<file path="config.mk">
export PLATFORM = sky130hd
export DESIGN_NAME = ext_memory_config_decoder
export DESIGN_NICKNAME = d
export VERILOG_FILES = /design/src/design/ext_mem_cfg_pkg.sv /design/src/design/ext_memory_config_decoder.sv
export SDC_FILE = /design/constraint.sdc
export NUM_CORES = 1
export LEC_CHECK = 0
export BUFFER_PORTS_ARGS = -buffer_cell sky130_fd_sc_hd__buf_2
export CAP_MARGIN = 20
export CORE_ASPECT_RATIO = 0.9
export CORE_MARGIN = 5
export CORE_UTILIZATION = 43
export CTS_CLUSTER_SIZE = 25
export DETAILED_ROUTE_END_ITERATION = 10
export GPL_ROUTABILITY_DRIVEN = 0
export HOLD_SLACK_MARGIN = 0.08
export PLACE_DENSITY_LB_ADDON = 0.25
export SETUP_SLACK_MARGIN = 0.4
export SLEW_MARGIN = 20
export SYNTH_ARGS = -nofsm -noshare
export SYNTH_HDL_FRONTEND = slang
export SYNTH_SLANG_ARGS = --single-unit
</file>
<file path="constraint.sdc">
create_clock -name sys_clk -period 2.1 [get_ports sys_clk]
set_input_delay 0.105 -clock sys_clk [delete_from_list [all_inputs] [get_ports sys_clk]]
set_output_delay 0.105 -clock sys_clk [all_outputs]
set_load 0.005 [all_outputs]
</file>
<file path="src/design/ext_mem_cfg_pkg.sv">
// Purpose: constants for the external memory configuration decoder
// Assumes: two configuration bytes presented while reset is asserted
// Notes: bit positions, reset values and timing counts
package ext_mem_cfg_pkg;
	// byte zero fields
	localparam int unsigned CFG0_SRC_BIT       = 0;
	localparam int unsigned CFG0_PAGE_BIT      = 1;
	localparam int unsigned CFG0_SEL_LO_BIT    = 2;
	localparam int unsigned CFG0_SEL_HI_BIT    = 3;
	localparam int unsigned CFG0_LATCH_BIT     = 4;
	localparam int unsigned CFG0_OTHER_WAIT_BIT = 5;
	// byte one fields
	localparam int unsigned CFG1_MIRROR_BIT    = 0;
	localparam int unsigned CFG1_R01_WAIT_BIT  = 3;
	localparam int unsigned CFG1_STACK_BIT     = 4;
	localparam logic [7:0]  CFG1_RSVD_MASK     = 8'he6;
	// erased configuration reads all ones
	localparam logic [7:0]  CFG_RESET_VALUE    = 8'hff;
	// memory signal select codes
	localparam logic [1:0]  SEL_ADDR18         = 2'h0;
	localparam logic [1:0]  SEL_ADDR17         = 2'h1;
	localparam logic [1:0]  SEL_ADDR16         = 2'h2;
	localparam logic [1:0]  SEL_SPLIT          = 2'h3;
	// regions
	localparam logic [7:0]  REGION_00          = 8'h00;
	localparam logic [7:0]  REGION_01          = 8'h01;
	localparam logic [7:0]  REGION_FE          = 8'hfe;
	localparam logic [7:0]  REGION_FF          = 8'hff;
	// mirrored window: data 00:e000-00:ffff from code ff:2000-ff:3fff
	localparam logic [2:0]  MIRROR_DATA_TOP    = 3'h7;
	localparam logic [2:0]  MIRROR_CODE_TOP    = 3'h1;
	// timing
	localparam int unsigned CLKS_PER_STATE     = 2;
	localparam logic [1:0]  CLKS_PER_STATE_W   = 2'h2;
	localparam logic [2:0]  LATCH_LONG_OSC     = 3'h3;
	localparam logic [2:0]  LATCH_SHORT_OSC    = 3'h1;
	localparam logic [2:0]  STACK_BYTES_SHORT  = 3'h2;
	localparam logic [2:0]  STACK_BYTES_LONG   = 3'h4;
	localparam logic [2:0]  ACCESS_BASE_STATES = 3'h2;
	localparam logic [2:0]  FETCH_PAGE_STATES  = 3'h1;
	localparam logic [2:0]  FETCH_NONPAGE_BASE = 3'h2;
	localparam int unsigned QUEUE_DEPTH        = 4;
endpackage

</file>
<file path="src/design/ext_memory_config_decoder.sv">
// Purpose: decode configuration bytes into memory interface and core settings
// Assumes: bytes stable while rst_b low; inputs synchronous to sys_clk
// Notes: settings frozen from reset release until the next reset
`timescale 1ns/10ps
module ext_memory_config_decoder (
	input  wire logic       sys_clk,
	input  wire logic       rst_b,
	input  wire logic [7:0] config_byte_zero,
	input  wire logic [7:0] config_byte_one,
	input  wire logic       external_access_n,
	input  wire logic [7:0] access_region,
	input  wire logic [15:0] access_offset,
	input  wire logic       access_is_code,
	input  wire logic       access_is_write,
	input  wire logic       access_is_word,
	input  wire logic       code_on_chip,
	input  wire logic       queue_push,
	input  wire logic       queue_pop,
	output logic            addr_bit17_on_p17,
	output logic            addr_bit16_on_p37,
	output logic            p37_is_read_strobe,
	output logic            use_program_store_strobe_n,
	output logic            use_write_strobe,
	output logic            page_mode,
	output logic            p2_mux_data,
	output logic            p0_mux_data,
	output logic            source_mode,
	output logic [2:0]      interrupt_push_bytes,
	output logic [2:0]      return_pop_bytes,
	output logic            wait_state,
	output logic            code_mirror_hit,
	output logic [2:0]      latch_pulse_osc,
	output logic            state_tick,
	output logic [4:0]      fetch_width,
	output logic [2:0]      fetch_states_per_byte,
	output logic [2:0]      operand_extra_states,
	output logic            config_reserved_bad,
	output logic [2:0]      queue_level,
	output logic            queue_full
);
	import ext_mem_cfg_pkg::*;

	logic [7:0] cfg0_r;
	logic [7:0] cfg1_r;
	logic [1:0] mem_signal_select;
	logic       mem_signal_select_hi;
	logic       mem_signal_select_lo;
	logic       interrupt_stack_width;
	logic       region01_wait_n;
	logic       other_region_wait_n;
	logic       latch_pulse_extend_n;
	logic       code_mirror_disable;
	logic       wait_nxt;
	logic [2:0] byte_extra;
	logic [1:0] clk_cnt_r;
	logic [2:0] queue_level_nxt;

	// pins sampled only while held in reset; access pin deliberately unused
	always_ff @(posedge sys_clk) begin
		if (!rst_b) begin
			cfg0_r <= config_byte_zero;
			cfg1_r <= config_byte_one;
		end
	end

	assign mem_signal_select_hi  = cfg0_r[CFG0_SEL_HI_BIT];
	assign mem_signal_select_lo  = cfg0_r[CFG0_SEL_LO_BIT];
	assign mem_signal_select     = {mem_signal_select_hi, mem_signal_select_lo};
	assign latch_pulse_extend_n  = cfg0_r[CFG0_LATCH_BIT];
	assign other_region_wait_n   = cfg0_r[CFG0_OTHER_WAIT_BIT];
	assign code_mirror_disable   = cfg1_r[CFG1_MIRROR_BIT];
	assign region01_wait_n       = cfg1_r[CFG1_R01_WAIT_BIT];
	assign interrupt_stack_width = cfg1_r[CFG1_STACK_BIT];

	// strobe and address pin roles
	always_ff @(posedge sys_clk) begin
		if (!rst_b) begin
			addr_bit17_on_p17          <= 1'b0;
			addr_bit16_on_p37          <= 1'b0;
			p37_is_read_strobe         <= 1'b0;
			use_program_store_strobe_n <= 1'b0;
			use_write_strobe           <= 1'b0;
		end else begin
			addr_bit17_on_p17  <= (mem_signal_select == SEL_ADDR18);
			addr_bit16_on_p37  <= (mem_signal_select == SEL_ADDR18) ||
			                      (mem_signal_select == SEL_ADDR17);
			use_write_strobe   <= access_is_write;
			p37_is_read_strobe <= 1'b0;
			use_program_store_strobe_n <= 1'b0;
			if (!access_is_write) begin
				if (mem_signal_select == SEL_SPLIT) begin
					// data regions read with port 3.7, code regions with store strobe
					p37_is_read_strobe <= (access_region == REGION_00) ||
					                      (access_region == REGION_01);
					use_program_store_strobe_n <= (access_region == REGION_FE) ||
					                              (access_region == REGION_FF);
				end else begin
					use_program_store_strobe_n <= 1'b1;
				end
			end
		end
	end

	// port multiplexing and core modes
	always_ff @(posedge sys_clk) begin
		if (!rst_b) begin
			page_mode            <= 1'b0;
			p2_mux_data          <= 1'b0;
			p0_mux_data          <= 1'b0;
			source_mode          <= 1'b0;
			interrupt_push_bytes <= STACK_BYTES_SHORT;
			return_pop_bytes     <= STACK_BYTES_SHORT;
			latch_pulse_osc      <= LATCH_SHORT_OSC;
			config_reserved_bad  <= 1'b0;
		end else begin
			page_mode   <= !cfg0_r[CFG0_PAGE_BIT];
			p2_mux_data <= !cfg0_r[CFG0_PAGE_BIT];
			p0_mux_data <= cfg0_r[CFG0_PAGE_BIT];
			source_mode <= cfg0_r[CFG0_SRC_BIT];
			// the pop count tracks the push count, so frames always balance
			interrupt_push_bytes <= interrupt_stack_width ? STACK_BYTES_LONG : STACK_BYTES_SHORT;
			return_pop_bytes     <= interrupt_stack_width ? STACK_BYTES_LONG : STACK_BYTES_SHORT;
			latch_pulse_osc <= latch_pulse_extend_n ? LATCH_SHORT_OSC : LATCH_LONG_OSC;
			// flags a reserved bit cleared to zero, nothing else depends on it
			config_reserved_bad <= ((cfg1_r & CFG1_RSVD_MASK) != CFG1_RSVD_MASK);
		end
	end

	// wait states per region
	always_comb begin
		if (access_region == REGION_01) begin
			wait_nxt = !region01_wait_n;
		end else begin
			wait_nxt = !other_region_wait_n;
		end
	end

	assign byte_extra = ACCESS_BASE_STATES + {2'h0, wait_nxt};

	always_ff @(posedge sys_clk) begin
		if (!rst_b) begin
			wait_state            <= 1'b0;
			code_mirror_hit       <= 1'b0;
			fetch_width           <= 5'h08;
			fetch_states_per_byte <= FETCH_PAGE_STATES;
			operand_extra_states  <= ACCESS_BASE_STATES;
		end else begin
			wait_state <= wait_nxt;
			code_mirror_hit <= !code_mirror_disable && !access_is_code &&
			                   (access_region == REGION_00) &&
			                   (access_offset[15:13] == MIRROR_DATA_TOP);
			fetch_width <= code_on_chip ? 5'h10 : 5'h08;
			if (cfg0_r[CFG0_PAGE_BIT]) begin
				fetch_states_per_byte <= FETCH_NONPAGE_BASE + {2'h0, wait_nxt};
			end else begin
				fetch_states_per_byte <= FETCH_PAGE_STATES;
			end
			operand_extra_states <= access_is_word ? 3'(byte_extra << 1) : byte_extra;
		end
	end

	// state tick every two clocks
	always_ff @(posedge sys_clk) begin
		if (!rst_b) begin
			clk_cnt_r  <= 2'h0;
			state_tick <= 1'b0;
		end else begin
			if (clk_cnt_r == CLKS_PER_STATE_W - 2'h1) begin
				clk_cnt_r  <= 2'h0;
				state_tick <= 1'b1;
			end else begin
				clk_cnt_r  <= clk_cnt_r + 2'h1;
				state_tick <= 1'b0;
			end
		end
	end

	// prefetch occupancy, only meaningful for external code
	always_comb begin
		queue_level_nxt = queue_level;
		if (!code_on_chip) begin
			if (queue_push && !queue_full && !(queue_pop && queue_level != 3'h0)) begin
				queue_level_nxt = queue_level + 3'h1;
			end else if (queue_pop && queue_level != 3'h0 && !(queue_push && !queue_full)) begin
				queue_level_nxt = queue_level - 3'h1;
			end
		end
	end

	always_ff @(posedge sys_clk) begin
		if (!rst_b) begin
			queue_level <= 3'h0;
			queue_full  <= 1'b0;
		end else begin
			queue_level <= queue_level_nxt;
			queue_full  <= (queue_level_nxt == 3'(QUEUE_DEPTH));
		end
	end
endmodule

</file>
==> flow_summary.ini <==
[synth]
synth-warning-count = 0
synth_cell_type_count = 37
synth_area_leaders = dfxtp_1 (35%), edfxtp_1 (27%), buf_4 (5.2%), and2_1 (3.2%), ha_1 (3.2%)
async_flop_share_pct = 0
synth_edf_count = 14
synth-seq-cells = 42
synth.most_common_cell = dfxtp_1
synthFlopType = dfxtp_1
syn_area_per_cell_um2 = 12.1
synth_cells = 131
synth_top_area_share_pct = 35.4
synth-seq-area-share_pct = 62.0
synth_commonest_cells = dfxtp_1 (28), edfxtp_1 (14), buf_4 (11)
synth_top_area_cell = dfxtp_1
syn_area_um2 = 1580

[setup_path]
path_buf_inv = 1
cp.required_ns = 2.24
critPathKind = flop to flop
cp_data_arrival_time_ns = 1.78
r2r_cells = 6
critPathMaxFanout = 5
crit_path_top_delay_cell = dfxtp_1
path_cells = inv_1, ha_1, nor2b_2, o21ai_0, a211oi_1, o32ai_1
cp_top_family = compound AO/OA/AOI/OAI gates
cp-start-kind = flop
cp-end-kind = flop
path_depth = 6
slowest_delay_ns = 0.35

[layout]
layout-drive-gt1-share_pct = 36.5
seq_area_um2 = 981
diodes = 0
stdcell_count = 255
fin_area_um2 = 2150
multiInputGateArea_um2 = 507
area_delta_synth_final_pct = 35.7
final_nets = 263
fill_cells = 295
final_util_pct = 62.1

[worst_hold_path]
holdCritPathClass = input port to flop
holdPathStages = 3

[cts]
clockRootBuffer = clkbuf_8
clock_path_buffers = 2
clk_latency_ns = 0.29
clkSlewWorstSetupHoldPaths_ns = 0.07
post-cts-setup-buffer-count = 0
cts_tree = yes
numCtsBuffers = 5
htreeDepth = 2
cts_sinks = 42

[timing]
setup_violations = 0
slew_headroom_pct = 49.3
fin_setup_tns_ns = 0
fin_crit_sh_pct = 77.8
grt_setup_unrepaired = false
fin_skew_ns = 0.00430
max_freq_mhz = 612
worst_pin_slew_ns = 0.759
maxSlewViolCount = 0
hold_violations = 0
fin_crit_ns = 1.63

[grt]
grt_pass1_wl_mm = 5.15
first_global_vias = 1171
grt-ovfl-total = 0
antenna_found_initial = 0
grt_max_degree = 21
gr-usage-all-layers_pct = 14.1

[power_and_ir_drop]
leakagePower_nw = 0.956
p_sw_uw = 382
power_density_nw_per_um2 = 754
p_clk_share_pct = 30.4
p_seq_share_pct = 56.6
vdd_drop_max_v = 0.000394
p_sw_share_pct = 23.6
p_int_mw = 1.24
power_frac_comb_pct = 13.0
power_mw = 1.62

[routing]
dr.pass1.iters = 4
wirelength_mm = 3.35
drc = 0
ant_nets = 0
vias = 1219
vias_per_cell = 4.78
post_drt_wl_per_cell_um = 13.1
drtIter0Drc = 58

[job]
drv_cap = 0

[floorplanning]
start_util_pct = 45.8
dieWidth_um = 73.9
rows = 20
core_um2 = 3450
num_io_pins = 86
fp.dieH_um = 67.5
die_area_um2 = 4990

[placement]
dp_hpwl_mm = 2.48
port-buffer-count = 61
dpl_cell_area_um2 = 1880
dpl.cell_count = 230

[outcome]
status = finished, final reports clean
==> power by group through the flow <==
stage / clock, mW / sequential [mW] / combinational [mW]
CTS: 0.514 / 0.916 / 0.208
global placement: 0 / 0.932 / 0.173
finish: 0.492 / 0.916 / 0.210
global route: 0.553 / 0.922 / 0.235
floorplan: 0 / 0.936 / 0.105
detailed placement: 0 / 0.936 / 0.183
==> through the flow <==
| stage | hold slack, ns | setup slack (ns) |
|---|---|---|
| after global routing | 0.0912 | 0.378 |
| after detailed placement | 0.281 | 0.402 |
| after floorplan | 0.178 | 0.600 |
| after CTS | 0.0845 | 0.435 |
| after global placement | 0.282 | 0.415 |
| final | 0.0785 | 0.465 |
==> state kept, by name, indices dropped and copies added, names as in the netlist, 2 cells and up <==
register / count
operand_extra_states: 3
fetch_width: 2
clk_cnt_r: 2
fetch_states_per_byte: 2
queue_level: 3
cfg1_r: 8
return_pop_bytes: 2
cfg0_r: 6
==> worst paths after layout <==
path / slack [ns] / to / from
setup / recovery: 0.47 / queue_level[1]$_SDFF_PN0_ / queue_level[0]$_SDFF_PN0_
hold / removal: 0.08 / code_mirror_hit$_SDFF_PN0_ / access_region[0]
setup reg to reg: 0.47 / queue_level[1]$_SDFF_PN0_ / queue_level[0]$_SDFF_PN0_
hold reg to reg: 0.40 / latch_pulse_osc[1]$_SDFF_PN0_ / cfg0_r[4]$_DFFE_PN_
==> logic make-up after synthesis <==
family | count (synthesis) | synth area share, %
AND/OR/NAND/NOR | 43 | 17.9
flip-flops | 42 | 62.0
buffers and inverters | 22 | 7.83
AO/OA/AOI/OAI | 17 | 7.99
other | 2 | 0.475
multiplexers | 1 | 0.633
adder cells (fa/ha/maj) | 4 | 3.16
==> worst register-to-register path: stages (launching register included) <==
cell and delay [ns]:
dfxtp_1 0.35, inv_1 0.13, ha_1 0.18, nor2b_2 0.22
o21ai_0 0.15, a211oi_1 0.33, o32ai_1 0.14
==> cell usage in the layout (no fill, tap or decap), types with 2 or more instances in the layout <==
cell / synthesis / routed
a211oi_1: 2 / 2
clkbuf_8: 0 / 5
nand4_1: 4 / 4
nor2b_1: 3 / 2
and2_1: 8 / 8
inv_1: 8 / 8
edfxtp_1: 14 / 14
a31oi_1: 2 / 2
nor2_1: 7 / 7
buf_2: 0 / 61
nand2b_1: 6 / 6
dlygate4sd3_1: 0 / 17
dfxtp_1: 28 / 28
o211ai_1: 2 / 2
o21a_1: 3 / 3
nor3_1: 3 / 3
nand2_1: 2 / 2
conb_1: 2 / 8
ha_1: 4 / 4
or4_4: 2 / 2
==> cell type report <==
type	instances	share of cell area [%]
sequential	42	45.7
multi-input combinational	73	23.6
timing repair buffer	79	22.5
clock buffer	6	3.38
tap	44	2.57
inverter	9	1.57
clock inverter	2	0.641
==> timing repair <==
action                                  4_1_cts  5_1_grt
endpoints found under the setup margin        0        5
hold endpoints to repair                     20        0
hold buffers                                 18        0
resized for setup                             0        2
==> per-layer routing <==
layer | up-vias | track usage [%] | routed length (um)
met3 | 9 | 5.36 | 315
met2 | 60 | 22.9 | 1670
met5 | - | 0 | 0
met4 | 0 | 7.92 | 87
met1 | 550 | 15.8 | 1270
li1 | 600 | - | -
(Power assumes the default switching activity.)
